$ cat config.mk
export PLATFORM = sky130hd
export DESIGN_NAME = tsm_observe_top
export DESIGN_NICKNAME = d
export VERILOG_FILES = /design/src/hw/tsm_pkg.sv /design/src/hw/tsm_ana_decode.sv /design/src/hw/tsm_dig_mux.sv /design/src/hw/tsm_observe_top.sv
export SDC_FILE = /design/constraint.sdc
export NUM_CORES = 1
export LEC_CHECK = 0
export BUFFER_PORTS_ARGS = -buffer_cell sky130_fd_sc_hd__buf_4
export CAP_MARGIN = 20
export CORE_MARGIN = 2
export CORE_UTILIZATION = 50
export DETAILED_ROUTE_END_ITERATION = 10
export PLACE_DENSITY = 0.85
export SYNTH_ARGS = -nofsm -noshare
export SYNTH_HDL_FRONTEND = slang
export SYNTH_HIERARCHICAL = 1
export SYNTH_SLANG_ARGS = --single-unit
$ cat constraint.sdc
create_clock -name pclk -period 4.7 [get_ports pclk]
set_input_delay 0.235 -clock pclk [delete_from_list [all_inputs] [get_ports pclk]]
set_output_delay 0.235 -clock pclk [all_outputs]
set_load 0.01 [all_outputs]
$ cat src/hw/tsm_pkg.sv
// Purpose: Shared constants and types of the test signal observation block
// Assumes: APB register access with 32-bit data, single clock domain
// Notes:   Digital test codes are compared on their low seven bits only

`default_nettype none

package tsm_pkg;

  // ==========================================================================
  // Register map
  localparam int          ADDR_W            = 8;
  localparam logic [7:0]  OFS_SERIAL_CTRL   = 8'h00;
  localparam logic [7:0]  OFS_DIG_SELECT    = 8'h04;
  localparam logic [7:0]  OFS_ANA_SELECT    = 8'h08;
  localparam logic [7:0]  OFS_STATUS        = 8'h0c;

  // ==========================================================================
  // Field layout
  localparam int          SER_SEL_LSB       = 0;
  localparam int          SER_SEL_W         = 3;
  localparam int          ROUTE_BIT         = 3;
  localparam int          DIG_SEL_W         = 8;
  localparam int          DIG_FIELD_W       = 7;
  localparam int          ANA_SEL_W         = 5;
  localparam int          ANA_COUNT         = 13;
  localparam int          STS_PIN_BIT       = 0;
  localparam int          STS_RSV_BIT       = 1;
  localparam int          STS_ANA_RSV_BIT   = 2;

  // ==========================================================================
  // Reset values
  localparam logic [2:0]  RST_SER_SEL       = 3'h0;
  localparam logic        RST_ROUTE         = 1'b0;
  localparam logic [7:0]  RST_DIG_SEL       = 8'h00;
  localparam logic [4:0]  RST_ANA_SEL       = 5'h00;

  // ==========================================================================
  // Digital test codes
  localparam logic [7:0]  DIG_RX_DATA       = 8'hf4;
  localparam logic [7:0]  DIG_RX_VALID      = 8'he4;
  localparam logic [7:0]  DIG_RX_COLL       = 8'hd4;
  localparam logic [7:0]  DIG_SER_CLK       = 8'hc4;
  localparam logic [7:0]  DIG_RD_SYNC       = 8'hb5;
  localparam logic [7:0]  DIG_WR_SYNC       = 8'ha5;
  localparam logic [7:0]  DIG_INT_CLK       = 8'h96;
  localparam logic [7:0]  DIG_NONE          = 8'h00;

  // ==========================================================================
  // Serial switch selections
  typedef enum logic [2:0] {
    TSM_SER_LOW      = 3'h0,
    TSM_SER_HIGH     = 3'h1,
    TSM_SER_ENVELOPE = 3'h2,
    TSM_SER_NRZ      = 3'h3,
    TSM_SER_MANCH_SC = 3'h4,
    TSM_SER_MANCH    = 3'h5,
    TSM_SER_RSV6     = 3'h6,
    TSM_SER_RSV7     = 3'h7
  } tsm_sersel_e;

  // ==========================================================================
  // Observable internal digital sources
  typedef struct packed {
    logic tx_envelope;
    logic tx_nrz;
    logic rx_manch_sub;
    logic rx_manch;
    logic rx_data;
    logic rx_valid;
    logic rx_coll;
    logic serial_clk;
    logic rd_sync;
    logic wr_sync;
    logic int_clk;
  } tsm_src_s;

endpackage : tsm_pkg

`default_nettype wire

$ cat src/hw/tsm_ana_decode.sv
// Purpose: Turns the analog selection into one switch enable per node
// Assumes: One analog switch per observable node drives the auxiliary pin
// Notes:   Reserved selections open every switch

`default_nettype none

module tsm_ana_decode #(
  parameter int COUNT = tsm_pkg::ANA_COUNT
) (
  input  wire logic [4:0]       sel,
  output logic [COUNT-1:0]      sw_en,
  output logic                  rsv
);

  // ==========================================================================
  // One-hot switch decode
  for (genvar i = 0; i < COUNT; i++) begin : g_sw
    assign sw_en[i] = (sel == 5'(i));  // [RQ18]
  end

  assign rsv = (sel >= 5'(COUNT));  // [RQ22]

endmodule // tsm_ana_decode

`default_nettype wire

$ cat src/hw/tsm_dig_mux.sv
// Purpose: Picks one digital test source from the seven-bit code
// Assumes: Sources are synchronous to pclk
// Notes:   Combinational; the caller registers the result

`default_nettype none

module tsm_dig_mux (
  input  wire logic [6:0]       code,
  input  wire tsm_pkg::tsm_src_s src,
  output logic                  dig_bit,
  output logic                  dig_none,
  output logic                  dig_rsv
);

  // ==========================================================================
  // Code decode
  always_comb begin
    dig_bit  = 1'b0;
    dig_none = 1'b0;
    dig_rsv  = 1'b0;
    unique case (code)
      tsm_pkg::DIG_RX_DATA[6:0]:  dig_bit = src.rx_data;     // [RQ8]
      tsm_pkg::DIG_RX_VALID[6:0]: dig_bit = src.rx_valid;    // [RQ9]
      tsm_pkg::DIG_RX_COLL[6:0]:  dig_bit = src.rx_coll;     // [RQ10]
      tsm_pkg::DIG_SER_CLK[6:0]:  dig_bit = src.serial_clk;  // [RQ11]
      tsm_pkg::DIG_RD_SYNC[6:0]:  dig_bit = src.rd_sync;     // [RQ12]
      tsm_pkg::DIG_WR_SYNC[6:0]:  dig_bit = src.wr_sync;     // [RQ13]
      tsm_pkg::DIG_INT_CLK[6:0]:  dig_bit = src.int_clk;     // [RQ14]
      tsm_pkg::DIG_NONE[6:0]:     dig_none = 1'b1;           // [RQ15]
      default:                    dig_rsv = 1'b1;            // [RQ23]
    endcase
  end

endmodule // tsm_dig_mux

`default_nettype wire

$ cat src/hw/tsm_observe_top.sv
// Purpose: Observation multiplexers for the serial and auxiliary pins
// Assumes: APB slave, single 200 MHz clock, sources synchronous to pclk
// Notes:   Pin and switch outputs lag the selecting register by one cycle
//
// Behaviour
// RQ1 - Routing off: select 0 drives low, select 1 drives high, 6 and 7 reserved
// RQ2 - Select 3 with routing off shows transmit data in NRZ form
// RQ3 - Select 2 shows the Miller-coded transmit envelope
// RQ4 - Select 4 shows Manchester-decoded receive signal with subcarrier
// RQ5 - Select 5 shows Manchester-decoded receive signal without subcarrier
// RQ6 - Routing bit set puts the chosen digital test signal on the pin
// RQ7 - Digital test source is chosen by a seven-bit field
// RQ8 - Code F4h routes received serial data
// RQ9 - Code E4h routes the receive valid qualifier
// RQ10 - Code D4h routes the collision-in-current-bit flag
// RQ11 - Code C4h routes the internal serial clock
// RQ12 - Code B5h routes the synchronized host read strobe
// RQ13 - Code A5h routes the synchronized host write strobe
// RQ14 - Code 96h routes the internal system clock
// RQ15 - Code 00h selects nothing; the serial selection governs the pin
// RQ16 - Software keeps the digital select at 00h when unused
// RQ17 - Software programs only the listed digital codes
// RQ18 - Auxiliary pin node is chosen by a five-bit analog field
// RQ19 - Analog 0 is mid-supply node, 1 is bandgap reference
// RQ20 - Analog 2, 3 demodulator outputs; 4, 5 amplified subcarriers
// RQ21 - Analog 6 to 9 are N and D correlator outputs, I then Q
// RQ22 - Analog 10 to 12 half-bit evaluations and temperature; 13 up reserved
// RQ23 - Reserved serial or digital selections drive the pin low

`default_nettype none

module tsm_observe_top (
  input  wire logic                      pclk,
  input  wire logic                      presetn,
  input  wire logic                      psel,
  input  wire logic                      penable,
  input  wire logic                      pwrite,
  input  wire logic [tsm_pkg::ADDR_W-1:0] paddr,
  input  wire logic [31:0]               pwdata,
  output logic [31:0]                    prdata,
  output logic                           pready,
  output logic                           pslverr,
  input  wire tsm_pkg::tsm_src_s         src,
  output logic                           serial_observe_pin,
  output logic [tsm_pkg::ANA_COUNT-1:0]  analog_switch_en,
  output logic                           analog_park
);

  // ==========================================================================
  // Declarations
  tsm_pkg::tsm_sersel_e               serial_observe_select;
  logic                               digital_test_route_bit;
  logic [tsm_pkg::DIG_SEL_W-1:0]      digital_test_select_reg;
  logic [tsm_pkg::ANA_SEL_W-1:0]      analog_test_select_reg;
  logic                               pin_reg;
  logic                               pin_next;
  logic                               rsv_reg;
  logic                               rsv_next;
  logic [tsm_pkg::ANA_COUNT-1:0]      ana_sw_reg;
  logic [tsm_pkg::ANA_COUNT-1:0]      ana_sw_next;
  logic                               ana_rsv_reg;
  logic                               ana_rsv_next;
  logic [31:0]                        prdata_reg;
  logic [31:0]                        rd_next;
  logic                               pready_reg;
  logic                               pslverr_reg;
  logic                               ser_bit;
  logic                               ser_rsv;
  logic                               dig_bit;
  logic                               dig_none;
  logic                               dig_rsv;
  logic [tsm_pkg::DIG_FIELD_W-1:0]    digital_test_source_field;
  logic                               apb_setup;
  logic                               apb_access;
  logic                               addr_hit;
  logic                               wr_en;

  // ==========================================================================
  // APB decode
  assign apb_setup  = psel && !penable;
  assign apb_access = psel && penable && pready_reg;
  assign wr_en      = apb_access && pwrite;

  always_comb begin
    addr_hit = 1'b0;
    rd_next  = 32'h0000_0000;
    unique case (paddr)
      tsm_pkg::OFS_SERIAL_CTRL: begin
        addr_hit = 1'b1;
        rd_next[tsm_pkg::SER_SEL_LSB +: tsm_pkg::SER_SEL_W] = serial_observe_select;
        rd_next[tsm_pkg::ROUTE_BIT] = digital_test_route_bit;
      end
      tsm_pkg::OFS_DIG_SELECT: begin
        addr_hit = 1'b1;
        rd_next[tsm_pkg::DIG_SEL_W-1:0] = digital_test_select_reg;
      end
      tsm_pkg::OFS_ANA_SELECT: begin
        addr_hit = 1'b1;
        rd_next[tsm_pkg::ANA_SEL_W-1:0] = analog_test_select_reg;
      end
      tsm_pkg::OFS_STATUS: begin
        addr_hit = 1'b1;
        rd_next[tsm_pkg::STS_PIN_BIT]     = pin_reg;
        rd_next[tsm_pkg::STS_RSV_BIT]     = rsv_reg;
        rd_next[tsm_pkg::STS_ANA_RSV_BIT] = ana_rsv_reg;
      end
      default: begin
        addr_hit = 1'b0;
      end
    endcase
  end

  // ==========================================================================
  // APB answer, one wait-free access phase
  always_ff @(posedge pclk or negedge presetn) begin
    if (!presetn) begin
      pready_reg  <= 1'b0;
      pslverr_reg <= 1'b0;
    end else begin
      pready_reg  <= apb_setup;
      pslverr_reg <= apb_setup && !addr_hit;
    end
  end

  always_ff @(posedge pclk or negedge presetn) begin
    if (!presetn) begin
      prdata_reg <= 32'h0000_0000;
    end else if (apb_setup && !pwrite) begin
      prdata_reg <= rd_next;
    end else if (apb_access) begin
      prdata_reg <= 32'h0000_0000;
    end
  end

  // ==========================================================================
  // Selection registers
  always_ff @(posedge pclk or negedge presetn) begin
    if (!presetn) begin
      serial_observe_select  <= tsm_pkg::tsm_sersel_e'(tsm_pkg::RST_SER_SEL);
      digital_test_route_bit <= tsm_pkg::RST_ROUTE;
    end else if (wr_en && paddr == tsm_pkg::OFS_SERIAL_CTRL) begin
      serial_observe_select  <= tsm_pkg::tsm_sersel_e'(
        pwdata[tsm_pkg::SER_SEL_LSB +: tsm_pkg::SER_SEL_W]);
      digital_test_route_bit <= pwdata[tsm_pkg::ROUTE_BIT];
    end
  end

  always_ff @(posedge pclk or negedge presetn) begin
    if (!presetn) begin
      digital_test_select_reg <= tsm_pkg::RST_DIG_SEL;
    end else if (wr_en && paddr == tsm_pkg::OFS_DIG_SELECT) begin
      digital_test_select_reg <= pwdata[tsm_pkg::DIG_SEL_W-1:0];
    end
  end

  always_ff @(posedge pclk or negedge presetn) begin
    if (!presetn) begin
      analog_test_select_reg <= tsm_pkg::RST_ANA_SEL;
    end else if (wr_en && paddr == tsm_pkg::OFS_ANA_SELECT) begin
      analog_test_select_reg <= pwdata[tsm_pkg::ANA_SEL_W-1:0];
    end
  end

  // ==========================================================================
  // Serial signal switch
  always_comb begin
    ser_bit = 1'b0;
    ser_rsv = 1'b0;
    unique case (serial_observe_select)
      tsm_pkg::TSM_SER_LOW:      ser_bit = 1'b0;              // [RQ1]
      tsm_pkg::TSM_SER_HIGH:     ser_bit = 1'b1;              // [RQ1]
      tsm_pkg::TSM_SER_ENVELOPE: ser_bit = src.tx_envelope;   // [RQ3]
      tsm_pkg::TSM_SER_NRZ:      ser_bit = src.tx_nrz;        // [RQ2]
      tsm_pkg::TSM_SER_MANCH_SC: ser_bit = src.rx_manch_sub;  // [RQ4]
      tsm_pkg::TSM_SER_MANCH:    ser_bit = src.rx_manch;      // [RQ5]
      tsm_pkg::TSM_SER_RSV6:     ser_rsv = 1'b1;              // [RQ23]
      tsm_pkg::TSM_SER_RSV7:     ser_rsv = 1'b1;              // [RQ23]
    endcase
  end

  // ==========================================================================
  // Digital test source
  assign digital_test_source_field = digital_test_select_reg[tsm_pkg::DIG_FIELD_W-1:0];  // [RQ7]

  tsm_dig_mux u_dig_mux (
    .code     (digital_test_source_field),
    .src      (src),
    .dig_bit  (dig_bit),
    .dig_none (dig_none),
    .dig_rsv  (dig_rsv)
  );

  // ==========================================================================
  // Pin selection
  always_comb begin
    if (digital_test_route_bit && !dig_none) begin
      pin_next = dig_rsv ? 1'b0 : dig_bit;  // [RQ6] [RQ23]
      rsv_next = dig_rsv;
    end else begin
      pin_next = ser_rsv ? 1'b0 : ser_bit;  // [RQ15] [RQ23]
      rsv_next = ser_rsv;
    end
  end

  always_ff @(posedge pclk or negedge presetn) begin
    if (!presetn) begin
      pin_reg <= 1'b0;
      rsv_reg <= 1'b0;
    end else begin
      pin_reg <= pin_next;
      rsv_reg <= rsv_next;
    end
  end

  // ==========================================================================
  // Analog switch enables
  tsm_ana_decode #(
    .COUNT (tsm_pkg::ANA_COUNT)
  ) u_ana_decode (
    .sel   (analog_test_select_reg),
    .sw_en (ana_sw_next),
    .rsv   (ana_rsv_next)
  );

  always_ff @(posedge pclk or negedge presetn) begin
    if (!presetn) begin
      ana_sw_reg  <= '0;
      ana_rsv_reg <= 1'b0;
    end else begin
      ana_sw_reg  <= ana_sw_next;   // [RQ19] [RQ20] [RQ21] [RQ22]
      ana_rsv_reg <= ana_rsv_next;
    end
  end

  // ==========================================================================
  // Outputs
  assign prdata             = prdata_reg;
  assign pready             = pready_reg;
  assign pslverr            = pslverr_reg;
  assign serial_observe_pin = pin_reg;
  assign analog_switch_en   = ana_sw_reg;
  assign analog_park        = ana_rsv_reg;
endmodule // tsm_observe_top

`default_nettype wire

Yosys cells after proc, flatten, opt, wreduce, memory -nomap -nowiden:

Index checks and enable logic that the tools add are counted.

* register bits: 67
* input port bits: 56
* output and inout port bits: 49

* magnitude comparators: 1
* equal/unequal tests: 29
* multiplexer cells: 16
* reduce and logical (&&, ||, !) cells: 21

Operator list (count)
* 32-bit two-way mux: 2
* 7-bit == test (second input constant): 4
* 5-bit by 4-bit == test with 1-bit output (second input constant): 5
* 5-bit by 3-bit == test with 1-bit output (second input constant): 4
* 8-bit by 4-bit == test with 1-bit output (second input constant): 2
* 7-bit by 6-bit == test with 1-bit output (second input constant): 2
* 3-bit == test (second input constant): 4
* 3-bit case mux with 4 select lines: 1
* 5-bit by 2-bit == test with 1-bit output (second input constant): 2
* 1-bit logical AND: 10
* 8-bit by 3-bit == test with 1-bit output (second input constant): 1
* 8-bit logical NOT: 1
* 1-bit two-way mux: 8
* 8-bit OR reduction: 1
* 7-bit by 5-bit == test with 1-bit output (second input constant): 1
* 7-bit logical NOT: 1
* 1-bit case mux with 7 select lines: 1
* 3-bit by 2-bit == test with 1-bit output (second input constant): 2
* 5-bit by 1-bit == test with 1-bit output (second input constant): 1
* 5-bit by 4-bit >= comparator with 1-bit output (second input constant): 1
* 5-bit logical NOT: 1
* 1-bit case mux with 5 select lines: 1
* 1-bit logical NOT: 4
* 4-bit OR reduction: 1
* 6 further kinds: 6

Logic depth before layout (Yosys ltp):

* word-level depth: 5
* depth in mapped cells: 5

By module:

The synthesis kept the hierarchy.

Modules (own cells, without submodules)
* tsm_observe_top: instances 1, cells each 133, area an instance 1884.3 sq um
* tsm_dig_mux: instances 1, cells each 21, area an instance 177.7 sq um
* tsm_ana_decode: instances 1, cells each 25, area an instance 153.9 sq um

Least setup slack after synthesis:

OpenSTA, ideal clock, no wires.

* kind: input -> register
* from: input paddr[5] (netlist bit)
* to: register digital_test_select_reg[0] (netlist bit)
* setup time: 125 ps
* arrival: 1767 ps
* required time: 4575 ps
* setup slack: 2808 ps
* stages: 4
* cell sequence: or4_4 or4b_1 buf_4 mux2_4

* longest elaborated chain between the ends: 2

Ends and longest elaborated chain
* start: declaration: RTL line tsm_observe_top.sv:38 `input wire logic [tsm_pkg::ADDR_W-1:0] paddr,`
* 8-bit by 3-bit == test with 1-bit output: RTL line tsm_observe_top.sv:151 `end else if (wr_en && paddr == tsm_pkg::OFS_DIG_SELECT) begin`
* 1-bit logical AND: RTL line tsm_observe_top.sv:151
* end signal: assignment: RTL line tsm_observe_top.sv:150 `digital_test_select_reg <= tsm_pkg::RST_DIG_SEL;`
* end signal: assignment: RTL line tsm_observe_top.sv:152 `digital_test_select_reg <= pwdata[tsm_pkg::DIG_SEL_W-1:0];`
* end: declaration: RTL line tsm_observe_top.sv:53 `logic [tsm_pkg::DIG_SEL_W-1:0] digital_test_select_reg;`

Every way passes these cells.
A chain may end at the register's enable or synchronous reset.

Final worst setup path:

Ends and elaborated chain as after synthesis.

==> results.ini <==
[layout]
layoutNonFillerInstCount = 290
diodes = 0
syn_to_final_growth_pct = 22.8
nNetsFinal = 294
layout.core_utilization_pct = 62.9
fillers = 346
final-seq-area_mm2 = 0.00108
largest_register_ffs = 13
multi_input_comb_area_mm2 = 0.00100
layout-drive-gt1-share_pct = 40.3

[clocking]
path_clk_slew_ns = 0.08
ctsResizeCount = 0
ctsRootBufferMaster = clkbuf_8
tritoncts = built
worstSkewPairLatency_ns = 0.30
htreeDepth = 2
clk_path_buf_depth = 2
cts.sink_count = 43
cts_buffers = 5

[place]
post-place-cells = 280
globalplace.congestion = 0.800
io_port_bufs = 56
detailed_place_hpwl_mm = 3.16
post-place-ws_ns = 2.46

[sta]
post-route-worst-setup-slack_ns = 2.78
unrepaired_setup_endpoints_after_global_routing = no
period_minus_slack_ns = 1.92
fmaxAchievable_mhz = 521
timing.slew.headroom_pct = 53.8
finalSetupViolations = 0
final_hold_viol_count = 0
drv_slew = 0
final_min_period_over_clock_period_pct = 40.8
setup-tns-final_ns = 0
worst-slew-pin-transition_ns = 0.688
clock-skew-final_ns = 0.00297

[routing]
routed_wl_mm = 4.47
detail_route.first_pass.iterations = 4
detailedRoute.firstIterationViolations = 52
avgRoutedWirePerCell_um = 15.4
ant_nets = 0
drcViolationCount = 0
num_vias = 1541
route.detailed.vias_per_inst = 5.31

[setup_path]
critPathMaxFanout = 8
worst_path_largest_cell_delay_ns = 0.79
critPathRequiredTime_ns = 4.89
worstSetupStartpointType = input port
critical_path.cell_chain = buf_4 > or4_4 > or4b_1 > mux2_4
critical_path.n_buffers_inverters = 1
path_class = input port to flop
cp-end-kind = flop
critical_path_at_ns = 2.10
crit_slowest_cell = or4b_1
critical_path.top_delay_family = simple AND/OR/NAND/NOR gates

[synth]
yosysWarnings = 6
postSynthAreaPerCell_um2 = 12.4
ys_seq_elements = 43
synth-async-reset-ratio_pct = 100
synth.area.top_cells = dfrtp_1 (49%), buf_4 (8.5%), mux2_4 (5.4%)
netlist_area_mm2 = 0.00222
yosys.cell_types.count = 47
synth_edf_count = 0
ys_dominant_reg_cell = dfrtp_1
synth_area_leader_cell = dfrtp_1
synth_largest_type_area_fraction_pct = 48.6
synth_cells = 179
yosysSeqAreaShare_pct = 48.6

[power_and_ir_drop]
power.density_cell_area_mw_per_mm2 = 281
leakage_nw = 1.37
peakVddDrop_uv = 184

[floorplan]
chipHeight_um = 70.6
num_io_pins = 105
fp-row-count = 24
chipWidth_um = 70.6
initial_utilization_pct = 51.2
die_area_mm2 = 0.00498
core_region_area_mm2 = 0.00432

[job]
timing.max_cap.violations = 0

[global_routing]
grt_antenna_before_repair = 0
grt_first_pass_wirelength_mm = 7.20
overflow = 0
grt_pass1_vias = 1548
global_route.usage.total_pct = 18.6
grt_start_max_net_pins = 44

[run_status]
status = finished clean

[min_path]
hold_path_class = input port to flop

==> metal layers <==
| metal | wire (µm) | vias up | GRT usage, % |
|---|---|---|---|
| li1 | - | 720 | - |
| met1 | 1900 | 764 | 23.0 |
| met2 | 2210 | 50 | 31.6 |
| met4 | 74 | 0 | 8.18 |
| met3 | 273 | 7 | 4.27 |
| met5 | 0 | - | 0 |
==> synth_stat cells (2+ instances only) <==
cell type and instances:
mux4_2 3, nor4_2 3, mux2_2 10, mux2_4 8
nor3_1 3, nand2_1 2, or4bb_1 2, or4_4 2
dfrtp_1 43, o2bb2ai_1 2, nor2_1 8, nor4_1 4
or2_2 2, a32o_1 4, a21oi_1 3, buf_4 25
a22o_1 5, mux2i_1 3, and3b_1 3, inv_1 2
clkbuf_1 4, nand2b_1 6, nor2b_1 8
==> final cells by class <==
| type | count | area share (%) |
|---|---|---|
| Sequential cell | 43 | 39.5 |
| Multi-Input combinational cell | 127 | 36.9 |
| Timing Repair Buffer | 58 | 16.0 |
| Clock buffer | 6 | 2.67 |
| Tap cell | 52 | 2.39 |
| Clock inverter | 2 | 2.21 |
| Inverter | 2 | 0.276 |
==> cells by family after synthesis <==
family          Yosys count  synth area share, %
fa+ha+maj                 1                0.565
mux                      24                 14.9
flops                    43                 48.6
compound gates           23                 8.36
simple gates             55                 17.4
other cells               1                0.169
buf+inv                  32                 9.99
==> where the power goes <==
part	switching (mW)	total (mW)	internal, mW
Combinational	0.0299	0.0545	0.0246
Sequential	0.00188	0.373	0.371
Clock	0.124	0.336	0.212
Total	0.155	0.764	0.608
==> timing repair <==
item | CTS | global route
hold buffers | 1 | 0
buffers inserted | 0 | 0
endpoints found under the hold margin | 43 | 0
==> metrics by stage <==
step / power [mW] / hold WS [ns] / area [µm²]
floorplan: 0.417 / -0.0606 / 2300
global placement: 0.433 / 0.244 / 2570
detailed placement: 0.435 / 0.247 / 2570
finish: 0.764 / 0.173 / 2720
global route: 0.788 / 0.171 / 2720
CTS: 0.768 / 0.167 / 2720
==> worst register-to-register path, stage by stage, from the launching register on <==
cell     delay [ns]
dfrtp_1        0.37
nand4_1        0.19
or4b_1         0.78
mux2_4         0.39
==> final timing paths <==
| kind | slack, ns | endpoint | from | cells after the start |
|---|---|---|---|---|
| min | 0.17 | digital_test_select_reg[5]$_DFFE_PN0P_ | pwdata[5] | 2 |
| max | 2.78 | digital_test_select_reg[0]$_DFFE_PN0P_ | paddr[5] | 4 |
| max reg2reg | 2.85 | digital_test_select_reg[0]$_DFFE_PN0P_ | pready$_DFF_PN0_ | 3 |
| min reg2reg | 0.51 | prdata[7]$_DFFE_PN0P_ | prdata[7]$_DFFE_PN0P_ | 1 |
| max in group asynchronous | 3.88 | analog_test_select_reg[0]$_DFFE_PN0P_ | presetn | 2 |
| min in group asynchronous | 0.46 | digital_test_select_reg[1]$_DFFE_PN0P_ | presetn | 2 |
==> cell usage in the layout (no fill, tap or decap), drive strengths merged, types with 2 or more instances in the layout <==
cell type,count
clkbuf,7
nor4,7
mux4,3
or3b,2
or2,2
inv,2
bufinv,2
mux2i,3
and3b,3
a32o,4
nand2b,6
or4,2
conb,24
a22o,5
mux2,18
dfrtp,43
a21oi,3
nor2b,8
buf,56
nand2,2
o2bb2ai,2
nor3,4
o21ai,2
nor2,8
or4bb,2
Note: power is estimated with default switching activity, not from simulation.
